$ cat src/design/gpx_pkg.sv
// Shared constants and types for the eight-bit I/O expander
package gpx_pkg;

  // ----------------------------------------------------------------
  // Register pointer values
  // ----------------------------------------------------------------
  localparam logic [7:0] REG_INPUT_LEVELS    = 8'h00;
  localparam logic [7:0] REG_OUTPUT_LATCH    = 8'h01;
  localparam logic [7:0] REG_POLARITY_INVERT = 8'h02;
  localparam logic [7:0] REG_PIN_DIRECTION   = 8'h03;

  // ----------------------------------------------------------------
  // Reset values and unmapped read value
  // ----------------------------------------------------------------
  localparam logic [7:0] OUTPUT_LATCH_RST    = 8'hff;
  localparam logic [7:0] POLARITY_INVERT_RST = 8'h00;
  localparam logic [7:0] PIN_DIRECTION_RST   = 8'hff;
  localparam logic [7:0] POINTER_RST         = 8'h00;
  localparam logic [7:0] UNMAPPED_READ       = 8'h00;

  // ----------------------------------------------------------------
  // Bus address and bit counts
  // ----------------------------------------------------------------
  // Fixed upper address bits, plain default
  localparam logic [4:0] ADDR_FIXED_HIGH     = 5'h0e;
  localparam logic [3:0] BITS_PER_BYTE       = 4'h8;
  localparam logic [3:0] LAST_TX_BIT         = 4'h7;

  // ----------------------------------------------------------------
  // Synchroniser bundle: {reset pin, scl, sda, a1, a0, port pins}
  // ----------------------------------------------------------------
  localparam int          SYNC_W   = 13;
  localparam logic [12:0] SYNC_RST = 13'h0c00;

  // ----------------------------------------------------------------
  // Bus target state machine
  // ----------------------------------------------------------------
  typedef enum logic [5:0] {
    ST_IDLE = 6'h01,
    ST_ADDR = 6'h02,
    ST_ACK  = 6'h04,
    ST_RX   = 6'h08,
    ST_TX   = 6'h10,
    ST_MACK = 6'h20
  } gpx_fsm_type;

  typedef struct packed {
    gpx_fsm_type fsm;
    logic        scl_prev;
    logic        sda_prev;
    logic [3:0]  bit_cnt;
    logic [7:0]  shreg;
    logic        rw;
    logic        addr_phase;
    logic        first_byte;
    logic        mnack;
    logic [7:0]  ptr;
    logic [7:0]  latch;
    logic [7:0]  invert;
    logic [7:0]  dir;
    logic [7:0]  ref_lvl;
    logic        ref_ok;
    logic [7:0]  pins_out;
    logic [7:0]  pins_oe;
    logic        int_oe;
    logic        sda_oe;
    logic        drv_low;
  } gpx_state_type;

  localparam gpx_state_type STATE_RST = '{
    fsm:        ST_IDLE,
    scl_prev:   1'b1,
    sda_prev:   1'b1,
    bit_cnt:    4'h0,
    shreg:      8'h00,
    rw:         1'b0,
    addr_phase: 1'b0,
    first_byte: 1'b0,
    mnack:      1'b0,
    ptr:        POINTER_RST,
    latch:      OUTPUT_LATCH_RST,
    invert:     POLARITY_INVERT_RST,
    dir:        PIN_DIRECTION_RST,
    ref_lvl:    8'h00,
    ref_ok:     1'b0,
    pins_out:   OUTPUT_LATCH_RST,
    pins_oe:    8'h00,
    int_oe:     1'b0,
    sda_oe:     1'b0,
    drv_low:    1'b0
  };

endpackage

$ cat src/design/gpx_sync.sv
// Two-stage synchroniser for a bundle of asynchronous inputs
`timescale 1ns/1ps
module gpx_sync #(
  parameter int               W       = 1,
  parameter logic [W-1:0]     RST_VAL = '0
) (
  input  wire logic           sys_clk,
  input  wire logic           rst,
  input  wire logic [W-1:0]   d,
  output logic      [W-1:0]   q
);

  // ----------------------------------------------------------------
  // Stages
  // ----------------------------------------------------------------
  logic [1:0][W-1:0] stg_q;
  logic [1:0][W-1:0] stg_d;

  always_comb begin
    stg_d[0] = d;
    stg_d[1] = stg_q[0];
  end

  always_ff @(posedge sys_clk) begin
    if (rst) begin
      stg_q <= {RST_VAL, RST_VAL};
    end else begin
      stg_q <= stg_d;
    end
  end

  assign q = stg_q[1];

endmodule

$ cat src/design/gpx_expander.sv
// Eight-bit I/O expander with two-wire bus target and change interrupt
// Overview of operation
// - First byte after address is the pointer
// - Pointer 0..3 selects input, latch, invert, direction
// - Input register reads every pin level
// - Writes to input register are ignored
// - Latch reads return stored value, not pins
// - Latch resets to ones, drives output pins
// - Latch has no effect on input pins
// - Invert bit flips reported input; resets zero
// - Direction 0 drives pin, 1 floats it
// - All pins start as inputs after reset
// - Power-on reset initialises registers and machine
// - Reset pin low holds everything at defaults
// - Input pin change asserts interrupt
// - Interrupt clears on return or input read
// - Output-to-input switch may raise interrupt
// - Input pins have both drivers off
// - Output pins enable exactly one driver
// - Pointer never auto-increments
// - Interrupt output is active low
// - Reset pin is active low
// - Two select pins set address low bits
`timescale 1ns/1ps
module gpx_expander (
  input  wire logic       sys_clk,
  input  wire logic       rst,
  input  wire logic       reset_pin_n,
  input  wire logic       scl,
  input  wire logic       sda_in,
  output logic            sda_out,
  output logic            sda_oe,
  input  wire logic       addr_select_pin0,
  input  wire logic       addr_select_pin1,
  input  wire logic [7:0] port_pins_in,
  output logic      [7:0] port_pins_out,
  output logic      [7:0] port_pins_oe,
  output logic            int_n_out,
  output logic            int_n_oe
);

  // ----------------------------------------------------------------
  // Input synchronisers
  // ----------------------------------------------------------------
  logic [gpx_pkg::SYNC_W-1:0] sync_q;
  logic                       rstn_s;
  logic                       scl_s;
  logic                       sda_s;
  logic [1:0]                 asel_s;
  logic [7:0]                 pins_s;
  logic                       int_rst;

  gpx_sync #(
    .W       (gpx_pkg::SYNC_W),
    .RST_VAL (gpx_pkg::SYNC_RST)
  ) u_sync (
    .sys_clk (sys_clk),
    .rst     (rst),
    .d       ({reset_pin_n, scl, sda_in, addr_select_pin1, addr_select_pin0, port_pins_in}),
    .q       (sync_q)
  );

  assign {rstn_s, scl_s, sda_s, asel_s, pins_s} = sync_q;
  assign int_rst = rst | ~rstn_s;

  // ----------------------------------------------------------------
  // Next-state logic
  // ----------------------------------------------------------------
  gpx_pkg::gpx_state_type st_q;
  gpx_pkg::gpx_state_type st_d;

  logic       scl_rise;
  logic       scl_fall;
  logic       bus_start;
  logic       bus_stop;
  logic [7:0] rd_data;
  logic       load_tx;
  logic       wr_en;
  logic [7:0] changed;

  assign scl_rise  = scl_s & ~st_q.scl_prev;
  assign scl_fall  = ~scl_s & st_q.scl_prev;
  assign bus_start = scl_s & st_q.scl_prev & st_q.sda_prev & ~sda_s;
  assign bus_stop  = scl_s & st_q.scl_prev & ~st_q.sda_prev & sda_s;
  assign changed   = (pins_s ^ st_q.ref_lvl) & st_q.dir;

  always_comb begin
    if (st_q.ptr == gpx_pkg::REG_INPUT_LEVELS) begin
      rd_data = pins_s ^ st_q.invert;
    end else if (st_q.ptr == gpx_pkg::REG_OUTPUT_LATCH) begin
      rd_data = st_q.latch;
    end else if (st_q.ptr == gpx_pkg::REG_POLARITY_INVERT) begin
      rd_data = st_q.invert;
    end else if (st_q.ptr == gpx_pkg::REG_PIN_DIRECTION) begin
      rd_data = st_q.dir;
    end else begin
      rd_data = gpx_pkg::UNMAPPED_READ;
    end
  end

  always_comb begin
    st_d            = st_q;
    load_tx         = 1'b0;
    wr_en           = 1'b0;
    st_d.scl_prev   = scl_s;
    st_d.sda_prev   = sda_s;
    if (bus_start) begin
      st_d.fsm        = gpx_pkg::ST_ADDR;
      st_d.bit_cnt    = 4'h0;
      st_d.sda_oe     = 1'b0;
      st_d.first_byte = 1'b1;
    end else if (bus_stop) begin
      st_d.fsm    = gpx_pkg::ST_IDLE;
      st_d.sda_oe = 1'b0;
    end else begin
      case (st_q.fsm)
        gpx_pkg::ST_ADDR: begin
          if (scl_rise) begin
            st_d.shreg   = {st_q.shreg[6:0], sda_s};
            st_d.bit_cnt = st_q.bit_cnt + 4'h1;
          end else if (scl_fall && st_q.bit_cnt == gpx_pkg::BITS_PER_BYTE) begin
            // Select pins form low address bits
            if (st_q.shreg[7:1] == {gpx_pkg::ADDR_FIXED_HIGH, asel_s}) begin
              st_d.rw         = st_q.shreg[0];
              st_d.addr_phase = 1'b1;
              st_d.sda_oe     = 1'b1;
              st_d.fsm        = gpx_pkg::ST_ACK;
            end else begin
              st_d.fsm = gpx_pkg::ST_IDLE;
            end
          end
        end
        gpx_pkg::ST_ACK: begin
          if (scl_fall) begin
            st_d.sda_oe     = 1'b0;
            st_d.bit_cnt    = 4'h0;
            st_d.addr_phase = 1'b0;
            if (st_q.addr_phase && st_q.rw) begin
              load_tx = 1'b1;
            end else begin
              st_d.fsm = gpx_pkg::ST_RX;
            end
          end
        end
        gpx_pkg::ST_RX: begin
          if (scl_rise) begin
            st_d.shreg   = {st_q.shreg[6:0], sda_s};
            st_d.bit_cnt = st_q.bit_cnt + 4'h1;
          end else if (scl_fall && st_q.bit_cnt == gpx_pkg::BITS_PER_BYTE) begin
            if (st_q.first_byte) begin
              st_d.ptr        = st_q.shreg;
              st_d.first_byte = 1'b0;
            end else begin
              wr_en = 1'b1;
            end
            st_d.sda_oe = 1'b1;
            st_d.fsm    = gpx_pkg::ST_ACK;
          end
        end
        gpx_pkg::ST_TX: begin
          if (scl_fall) begin
            st_d.bit_cnt = st_q.bit_cnt + 4'h1;
            if (st_q.bit_cnt == gpx_pkg::LAST_TX_BIT) begin
              st_d.sda_oe = 1'b0;
              st_d.fsm    = gpx_pkg::ST_MACK;
            end else begin
              st_d.shreg  = {st_q.shreg[6:0], 1'b0};
              st_d.sda_oe = ~st_q.shreg[6];
            end
          end
        end
        gpx_pkg::ST_MACK: begin
          if (scl_rise) begin
            st_d.mnack = sda_s;
          end else if (scl_fall) begin
            if (!st_q.mnack) begin
              load_tx = 1'b1;
            end else begin
              st_d.fsm = gpx_pkg::ST_IDLE;
            end
          end
        end
        default: begin
          st_d.fsm = gpx_pkg::ST_IDLE;
        end
      endcase
    end

    // Read data is taken when the byte starts, so a pin change mid-byte cannot tear it
    if (load_tx) begin
      st_d.shreg   = rd_data;
      st_d.sda_oe  = ~rd_data[7];
      st_d.bit_cnt = 4'h0;
      st_d.fsm     = gpx_pkg::ST_TX;
      if (st_q.ptr == gpx_pkg::REG_INPUT_LEVELS) begin
        st_d.ref_lvl = pins_s;
      end
    end

    if (wr_en) begin
      if (st_q.ptr == gpx_pkg::REG_OUTPUT_LATCH) begin
        st_d.latch = st_q.shreg;
      end else if (st_q.ptr == gpx_pkg::REG_POLARITY_INVERT) begin
        st_d.invert = st_q.shreg;
      end else if (st_q.ptr == gpx_pkg::REG_PIN_DIRECTION) begin
        st_d.dir = st_q.shreg;
      end
    end

    // Reference seeded from the pins once after reset, so reset raises no interrupt
    if (!st_q.ref_ok) begin
      st_d.ref_lvl = pins_s;
      st_d.ref_ok  = 1'b1;
    end

    st_d.pins_oe  = ~st_q.dir;
    st_d.pins_out = st_q.latch;
    st_d.int_oe   = st_q.ref_ok & (|changed);
    st_d.drv_low  = 1'b0;
  end

  // ----------------------------------------------------------------
  // State register
  // ----------------------------------------------------------------
  always_ff @(posedge sys_clk) begin
    if (int_rst) begin
      st_q <= gpx_pkg::STATE_RST;
    end else begin
      st_q <= st_d;
    end
  end

  assign sda_out       = st_q.drv_low;
  assign sda_oe        = st_q.sda_oe;
  assign port_pins_out = st_q.pins_out;
  assign port_pins_oe  = st_q.pins_oe;
  assign int_n_out     = st_q.drv_low;
  assign int_n_oe      = st_q.int_oe;
endmodule

$ cat config.mk
export PLATFORM = sky130hd
export DESIGN_NAME = gpx_expander
export DESIGN_NICKNAME = d
export VERILOG_FILES = /design/src/design/gpx_pkg.sv /design/src/design/gpx_sync.sv /design/src/design/gpx_expander.sv
export SDC_FILE = /design/constraint.sdc
export NUM_CORES = 1
export LEC_CHECK = 0
export ABC_AREA = 1
export BUFFER_PORTS_ARGS = -buffer_cell sky130_fd_sc_hd__buf_2
export CELL_PAD_IN_SITES_DETAIL_PLACEMENT = 1
export CELL_PAD_IN_SITES_GLOBAL_PLACEMENT = 1
export CORE_AREA = 2 2 109 111
export CTS_CLUSTER_DIAMETER = 30
export DETAILED_ROUTE_END_ITERATION = 8
export DIE_AREA = 0 0 111 113
export PLACE_DENSITY = 0.87
export REMOVE_ABC_BUFFERS = 1
export SETUP_SLACK_MARGIN = 0.2
export SYNTH_ARGS = -nofsm -noshare
export SYNTH_HDL_FRONTEND = slang
export SYNTH_SLANG_ARGS = --single-unit
$ cat constraint.sdc
create_clock -name sys_clk -period 1.7 [get_ports sys_clk]
set_input_delay 0.17 -clock sys_clk [delete_from_list [all_inputs] [get_ports sys_clk]]
set_output_delay 0.17 -clock sys_clk [all_outputs]
set_load 0.005 [all_outputs]
Word-level counts from Yosys, hierarchy flattened
Index checks and enable logic that the tools add are counted.
Cells by class
  equal/unequal tests: 56
  multiplexer cells: 73
  bitwise operators: 25
  reduce and logical (&&, ||, !) cells: 29
  add/sub/neg operators: 1
Operators by type and width (number)
  $mux W8: 12
  $mux W6: 11
  $ne A5 B5 Y1 const B: 12
  $ne A4 B4 Y1 const B: 11
  $reduce_and A11 Y1: 3
  $mux W1: 31
  $pmux W6 S5: 1
  $ne A2 B2 Y1 const B: 13
  $mux W12: 2
  $mux W20: 1
  $reduce_and A6 Y1: 3
  $eq A8 B2 Y1 const B: 2
  $pmux W8 S2: 1
  $xor A8 B8 Y8: 2
  $mux W5: 3
  $ne A2 B1 Y1 const B: 6
  $not A1 Y1: 12
  $pmux W4 S3: 1
  $reduce_and A4 Y1: 3
  $mux W10: 1
  $mux W9: 1
  $and A1 B1 Y1: 8
  $and A8 B8 Y8: 1
  $eq A8 B1 Y1 const B: 1
  other kinds (32): 42
Word-level totals
  register bits: 110
  logic and storage cells: 208
  input bits: 15
  output and inout bits: 20

Logic depth before layout (Yosys ltp)
Gate-level depths: netlist of the first run.
  depth after elaboration: 9
  mapped depth: 12
  mapped depth without buffers: 12

Cells and area by module
From an unflattened synthesis of the first run, not the netlist that was laid out.
Second synthesis, totals
  cells, all modules: 675
  area, all modules: 5028.6 um^2
Modules (own cells, without submodules)
  gpx_expander: cells an instance 594, area an instance 4286.6 um^2, times used 1
  gpx_sync: cells an instance 81, area an instance 742.0 um^2, times used 1

Worst setup path before layout of the first run
Ideal clock, no wire load.
  path kind: register to register
  from: register st_q[72] (netlist name)
  to: register st_q, in the netlist st_d[17]
  buffers on the path: 1
  arrival time: 1.377 ns
  period minus slack after synthesis: 1.515 ns
  setup slack: 0.185 ns
  cell stages (with the launch flop): 9
  path through: dfxtp_1 inv_1 ha_1 nand4_2 nor2_4 nand4_2 buf_2 nand2_1 o211ai_1
On the way
  longest elaborated chain between the ends: 8
RTL lines
  from (decl): line gpx_expander.sv:69  | gpx_pkg::gpx_state_type st_q;
  from (signal assigned): line gpx_expander.sv:227  | st_q <= gpx_pkg::STATE_RST;
  from (signal assigned): line gpx_expander.sv:229  | st_q <= st_d;
  $eq A4 B4 Y1: line gpx_expander.sv:149  | end else if (scl_fall && st_q.bit_cnt == gpx_pkg::BITS_PER_BYTE) begin
  $logic_and A1 B1 Y1: line gpx_expander.sv:149
  $mux W1: line gpx_expander.sv:149
  $mux W1: line gpx_expander.sv:146  | if (scl_rise) begin
  $mux W1: line gpx_expander.sv:116  | case (st_q.fsm)
  $mux W1: line gpx_expander.sv:112  | end else if (bus_stop) begin
  $mux W1: line gpx_expander.sv:107  | if (bus_start) begin
  $reduce_and A2 Y1 (no source line)
Every way passes these cells.
A chain may end at the register's enable or synchronous reset.

Worst setup path in the final report of the first run
  from: register st_q[82] (netlist name)
  to: register st_q[81] (netlist name)
On the way
  longest elaborated chain between the ends: 5
  elaborated cells on any way between the ends: 22
  classes of those cells: 16 x eq/ne; 4 x mux; 2 x reduce/logical
RTL lines (line)
  $eq A6 B6 Y1 / $eq A6 B3 Y1 (equally long branches): gpx_expander.sv:116
  $pmux W1 S2: gpx_expander.sv:116
  $mux W1: gpx_expander.sv:112
  $mux W1: gpx_expander.sv:107
  $reduce_or A4 Y1 (no source line)
Parallel ways exist; a longest one is shown, timed or not.

==> results.yml, run 1 <==
logic_synthesis:
  synthTopCellsByArea: "dfxtp_1, nand2_1, nand3_1"
  synth.avg_cell_area_um2: 7.32
  yosys-top-cells-count: "nand2_1, dfxtp_1, inv_1, nor2_1, nand3_1"
  synth_area_um2: 4880
  synth_top_area_share_pct: 44.7
  ys_seq_area_share_pct: 44.7
  ys_ff_latch: 109
  synth_cells: 667
  synth_warnings: 0
  synthFlopType: "dfxtp_1"
  synth_most_common_cell: "nand2_1"
  yosysUniqueCellTypes: 34
  async_flop_share_pct: 0
  synth_edf_count: 0
  yosys.area.top_type: "dfxtp_1"
flow_run:
  drv_cap: 0
layout:
  syn_to_final_growth_pct: 34.2
  antenna_cells: 0
  regArea_um2: 2200
  fin_util_pct: 58.2
  multi_input_area_um2: 2640
  final_nets: 759
  fill_cells: 1348
  drive_above_1_share_pct: 33.9
power:
  power_density_nw_per_um2: 786
  vdd.ir_drop.worst_uv: 489
  leakage_nw: 2.82
timing:
  hold_ws_ps: 6.62
  setup_viol_count_final: 4
  setup_ws_ps: -73.2
  finalCritPeriodShare_pct: 104
  worstMarginPinSlew_ps: 508
  slew_violations: 0
  hold_viol_final: 0
  rsz0062_at_grt: "true"
  period_needed_ps: 1770
  fmax_mhz: 564
  fin_skew_ps: 13.9
  relSlewSlack_pct: 65.8
grt:
  first_global_vias: 5158
  antenna_found_initial: 0
  grt_usage_pct: 27.6
  grt_pass1_wl_um: 27100
  gr-total-overflow: 0
  grt_max_degree: 57
floorplan:
  die_x_um: 111
  pin_count: 35
  core_area_um2: 11300
  rows: 39
  initial_core_util_pct: 43.3
  die_area_um2: 12500
  die_y_um: 113
clock_network:
  clockBufferDepth: 2
  cts_tree: "yes"
  clk_latency_ps: 370
  cts_root_buf: "clkbuf_16"
  clk_pin_slew_ps: 70
  h-tree-depth: 3
  cts_sinks: 109
  cts_inserted_buffers: 9
worst_setup_path:
  path_class: "reg -> reg"
  cp.required_ps: 1950
  cp_max_fo: 4
  cp-end-kind: "register"
  crit_arrival_ps: 2030
  critPathLaunchType: "register"
routing:
  routed_via_density: 5.67
  firstDrtPassIters: 5
  finalWirelength_um: 18600
  wl_per_cell_um: 20.9
  drtIter0Drc: 369
  drt_drc_violations_left: 0
  vias: 5050
  ant_nets: 0
placement:
  io_buffers: 32
  gp_congestion: 0.925
  hpwlAfterDp_um: 10100
status:
  violations: "negative setup slack"
  status: "finished, violations left"
hold_path:
  hold_path_class: "in -> reg"
## final cells by class
cell class,count,area share (%)
Clock inverter,5,1.35
Tap cell,143,2.73
Sequential cell,109,33.6
Clock buffer,11,3.55
Multi-Input combinational cell,431,40.3
Timing Repair Buffer,100,13.2
Inverter,91,5.29
## critical path: stages (launching register included)
cell     delay [ps]
dfxtp_2         360
nor2_4          200
nand3_2         200
nand2_4         140
nand2_1         120
nand2_1         160
nor2_2           70
nand2_2         130
inv_2            70
nor2_2          140
nor2_1           60
## final timing paths
path	from	endpoint	slack (ps)	cells past startpoint
min reg2reg	u_sync.stg_d[16]	u_sync.q[3]	400	2
max	st_q[82]	st_q[81]	-70	10
min	port_pins_in[0]	u_sync.stg_d[13]	7	3
max reg2reg	st_q[82]	st_q[81]	-70	10
## through the flow
stage | cell area (µm²) | cells | setup TNS [ps] | total power [mW] | setup WS (ps)
2_1_floorplan | 4650 | 630 | -886 | 2.74 | -38.8
3_3_place_gp | 5280 | 836 | -956 | 2.80 | -76.5
3_5_place_dp | 5280 | 836 | -3570 | 2.81 | -174
4_1_cts | 6210 | 880 | 0 | 5.11 | 64.6
5_1_grt | 6560 | 890 | -1360 | 5.27 | -144
6_report | 6560 | 890 | -130 | 5.16 | -73.2
## cell families (layout without fill, tap and decap cells)
kind of cell,Yosys count,count (layout),synth area share (%)
adders and majority gates,2,2,0.512
AOI/OAI and AO/OA,94,94,10.9
other,1,2,0.0768
buffers and inverters,129,207,11.8
xor gates and xnor gates,10,10,1.79
and+or+nand+nor,322,323,30.2
DFF,109,109,44.7
## layer usage
layer,part of all wire [%],GRT usage (%),vias to the layer above
li1,-,-,2270
met1,39,32.9,2449
met2,49,46.7,255
met3,7.3,4.55,76
met4,4.4,17.0,0
met5,0,0,-
## state kept, by name, indices dropped and copies added, names as in the netlist
name and flops:
int_n_oe 1, port_pins_oe 8, port_pins_out 8, sda_oe 1
st_d 8, st_q 57, u_sync.q 13, u_sync.stg_d 13
## layout by cell type, fill, tap and decap left out, drive strengths merged
cell         instances
a21oi               35
nand4               11
nand3               80
xor2                 8
inv                 94
dfxtp              109
nand2              121
o2111ai              1
o21ai               38
a211oi               2
dlygate4sd3          2
nor2                91
conb                 2
or2                 17
xnor2                2
o31ai                1
nor3                 3
o211ai              16
clkbuf              11
ha                   2
bufinv               2
buf                 98
a31oi                1
## report_power, final
part	internal (mW)	switching, mW	leakage [nW]	total, mW
combinational	0.0718	0.108	1.78	0.180
sequential	2.58	0.0234	0.889	2.60
clock	1.32	1.06	0.157	2.38
total	3.97	1.19	2.82	5.16
## timing repair
item                                    CTS  global route
endpoints found under the setup margin   60            61
gates resized for setup                  96            77
endpoints found under the hold margin     2             0
cloned                                    1             1
hold buffers                              2             0
setup buffers                            25             9
pin swaps                                24            25
No activity file was read; power rests on OpenSTA's default activity.
==> inputs of run 2 (changes only) <==
--- a/config.mk
+++ b/config.mk
@@ -13,7 +13,7 @@
 export CTS_CLUSTER_DIAMETER = 30
 export DETAILED_ROUTE_END_ITERATION = 8
 export DIE_AREA = 0 0 111 113
-export PLACE_DENSITY = 0.87
+export PLACE_DENSITY_LB_ADDON = 0.1
 export REMOVE_ABC_BUFFERS = 1
 export SETUP_SLACK_MARGIN = 0.2
 export SYNTH_ARGS = -nofsm -noshare
==> run 2 against run 1 <==
Effect of this change: the flow still finishes with violations (negative setup slack); clock skew decreased by 3.0 ps; global-route usage down 2.0 points; first-iteration DRC count down 20%; critical path depth decreased by 1; flip-flop and latch count unchanged; critical path type unchanged; highest routed layer unchanged.
==> results.yml, run 2 (synthesized netlist as in run 1, its figures left out) <==
hold_path:
  hold_path_class: "in -> reg"
  worstHoldPathCells: 3
  min_from: "reset_pin_n"
placement:
  gp_congestion: 0.940
  hpwlAfterDp_um: 10300
  io_buffers: 32
  dp_cells: 847
  postPlaceCellArea_um2: 5360
routing:
  finalWirelength_um: 15600
  firstDrtPassIters: 5
  vias: 4724
  drt_drc_violations_left: 0
  drtIter0Drc: 296
  routed_via_density: 5.29
  ant_nets: 0
  wl_per_cell_um: 17.4
layout:
  largest_reg_flops: 57
  final_area_um2: 6340
  final_nets: 762
  final_common_cell: "nand2_1"
  final_cell_mix: "nand2_1, dfxtp_1, inv_1, nand3_1, nor2_1"
  drive_above_1_share_pct: 31.3
  antenna_cells: 0
  top_register: "st_q"
  syn_to_final_growth_pct: 29.8
  finalNonFillerCells: 893
worst_setup_path:
  crit_path_cell_trace: "nor2_4, nand3_4, buf_6, nor2_4, nand2_2, nor2_4, buf_12, o21ai_1, a21oi_1"
  cp_max_fo: 8
  critPathLaunch: "st_q[78]"
  cp_num_buf_inv: 2
  r2r-start: "st_q[78]"
  cpMostUsedCell: "nor2_4"
  crit_arrival_ps: 1990
  critPathLaunchType: "register"
  cp_slowest_stage_delay_ps: 350
  crit_cells: 9
  path_class: "reg -> reg"
  crit_slowest_cell: "dfxtp_2"
  cpLargestDelayFamily: "simple AND/OR/NAND/NOR gates"
  cp.required_ps: 1980
  reg2regPathDepth: 9
  cp-end-kind: "register"
grt:
  gr-total-overflow: 0
  antenna_found_initial: 0
  first_global_vias: 4897
  grt_usage_pct: 25.6
  grt_max_degree: 57
  grt_pass1_wl_um: 25200
clock_network:
  clk_pin_slew_ps: 80
  clockBufferDepth: 2
  cts_tree: "yes"
  cts_inserted_buffers: 9
  cts_root_buf: "clkbuf_16"
  clk_latency_ps: 360
  cts_sinks: 109
  h-tree-depth: 3
timing:
  rsz0062_at_grt: "true"
  finalSetupTns_ps: -16.7
  fin_skew_ps: 11.0
  finalCritPeriodShare_pct: 101
  setup_ws_ps: -16.7
  slew_violations: 0
  fmax_mhz: 583
  hold_ws_ps: 5.53
  hold_viol_final: 0
  setup_viol_count_final: 1
  period_needed_ps: 1720
floorplan:
  core_area_um2: 11300
  die_x_um: 111
  pin_count: 35
  die_area_um2: 12500
  initial_core_util_pct: 43.3
  die_y_um: 113
  rows: 39
status:
  status: "finished, violations left"
  violations: "negative setup slack"
power:
  leakage_nw: 2.76
  vdd.ir_drop.worst_uv: 632
  total_power_mw: 4.85
  power_density_nw_per_um2: 765
flow_run:
  drv_cap: 0
-- run 2: cell types whose count changed in the layout (fill, tap and decap cells not counted), moves of 5 or more --
cell     change
nand2_4      -9
buf_4        +7
nand3_1     +10
nand2_2      +5
nand2_1      +6
nand3_2      -8
-- run 2: worst paths after layout --
kind / to / slack, ps
worst min-delay path: u_sync.stg_d[25] / 6
worst max register to register: st_q[43] / -20
worst min register to register: u_sync.q[0] / 400
worst max-delay path: st_q[43] / -20
-- run 2: stage by stage --
step	worst slack [ps]	util [%]
CTS	77.9	55.4
global route	-54.9	56.3
detailed placement	-122	47.5
global placement	-24.9	47.5
floorplan	-38.8	-
finish	-16.7	56.3
-- run 2: where the power goes --
| part | leakage, nW | internal, mW | switching [mW] |
|---|---|---|---|
| Combinational | 1.73 | 0.0728 | 0.0966 |
| Sequential | 0.890 | 2.58 | 0.0221 |
| Clock | 0.141 | 1.03 | 1.05 |
| Total | 2.76 | 3.68 | 1.17 |
-- run 2: what timing repair did --
action	CTS	global route
resized for setup	116	19
pin swaps	32	7
setup endpoints to repair	60	61
hold endpoints to repair	4	0
gates cloned	2	0
hold buffers	4	0
buffers inserted	18	6
-- run 2: final cells by class --
cell class	count	area (µm²)
clock buffer	9	225
clock inverter	7	66.3
fill	1376	4930
inverter	91	343
multi-input combinational	431	2490
sequential	109	2210
tap	143	179
timing repair buffer	103	832
-- run 2: worst reg2reg max path: stages, from the launching register on --
cell,delay (ps)
dfxtp_2,350
nor2_4,210
nand3_4,130
buf_6,150
nor2_4,150
nand2_2,90
nor2_4,160
buf_12,150
o21ai_1,60
a21oi_1,180
-- run 2: routing by layer --
metal / part of all wire, % / vias to the layer above / global-route usage [%]
li1: - / 2279 / -
met1: 45 / 2283 / 32.9
met2: 48 / 121 / 42.9
met3: 4.5 / 41 / 4.18
met4: 2.9 / 0 / 10.8
met5: 0 / - / 0
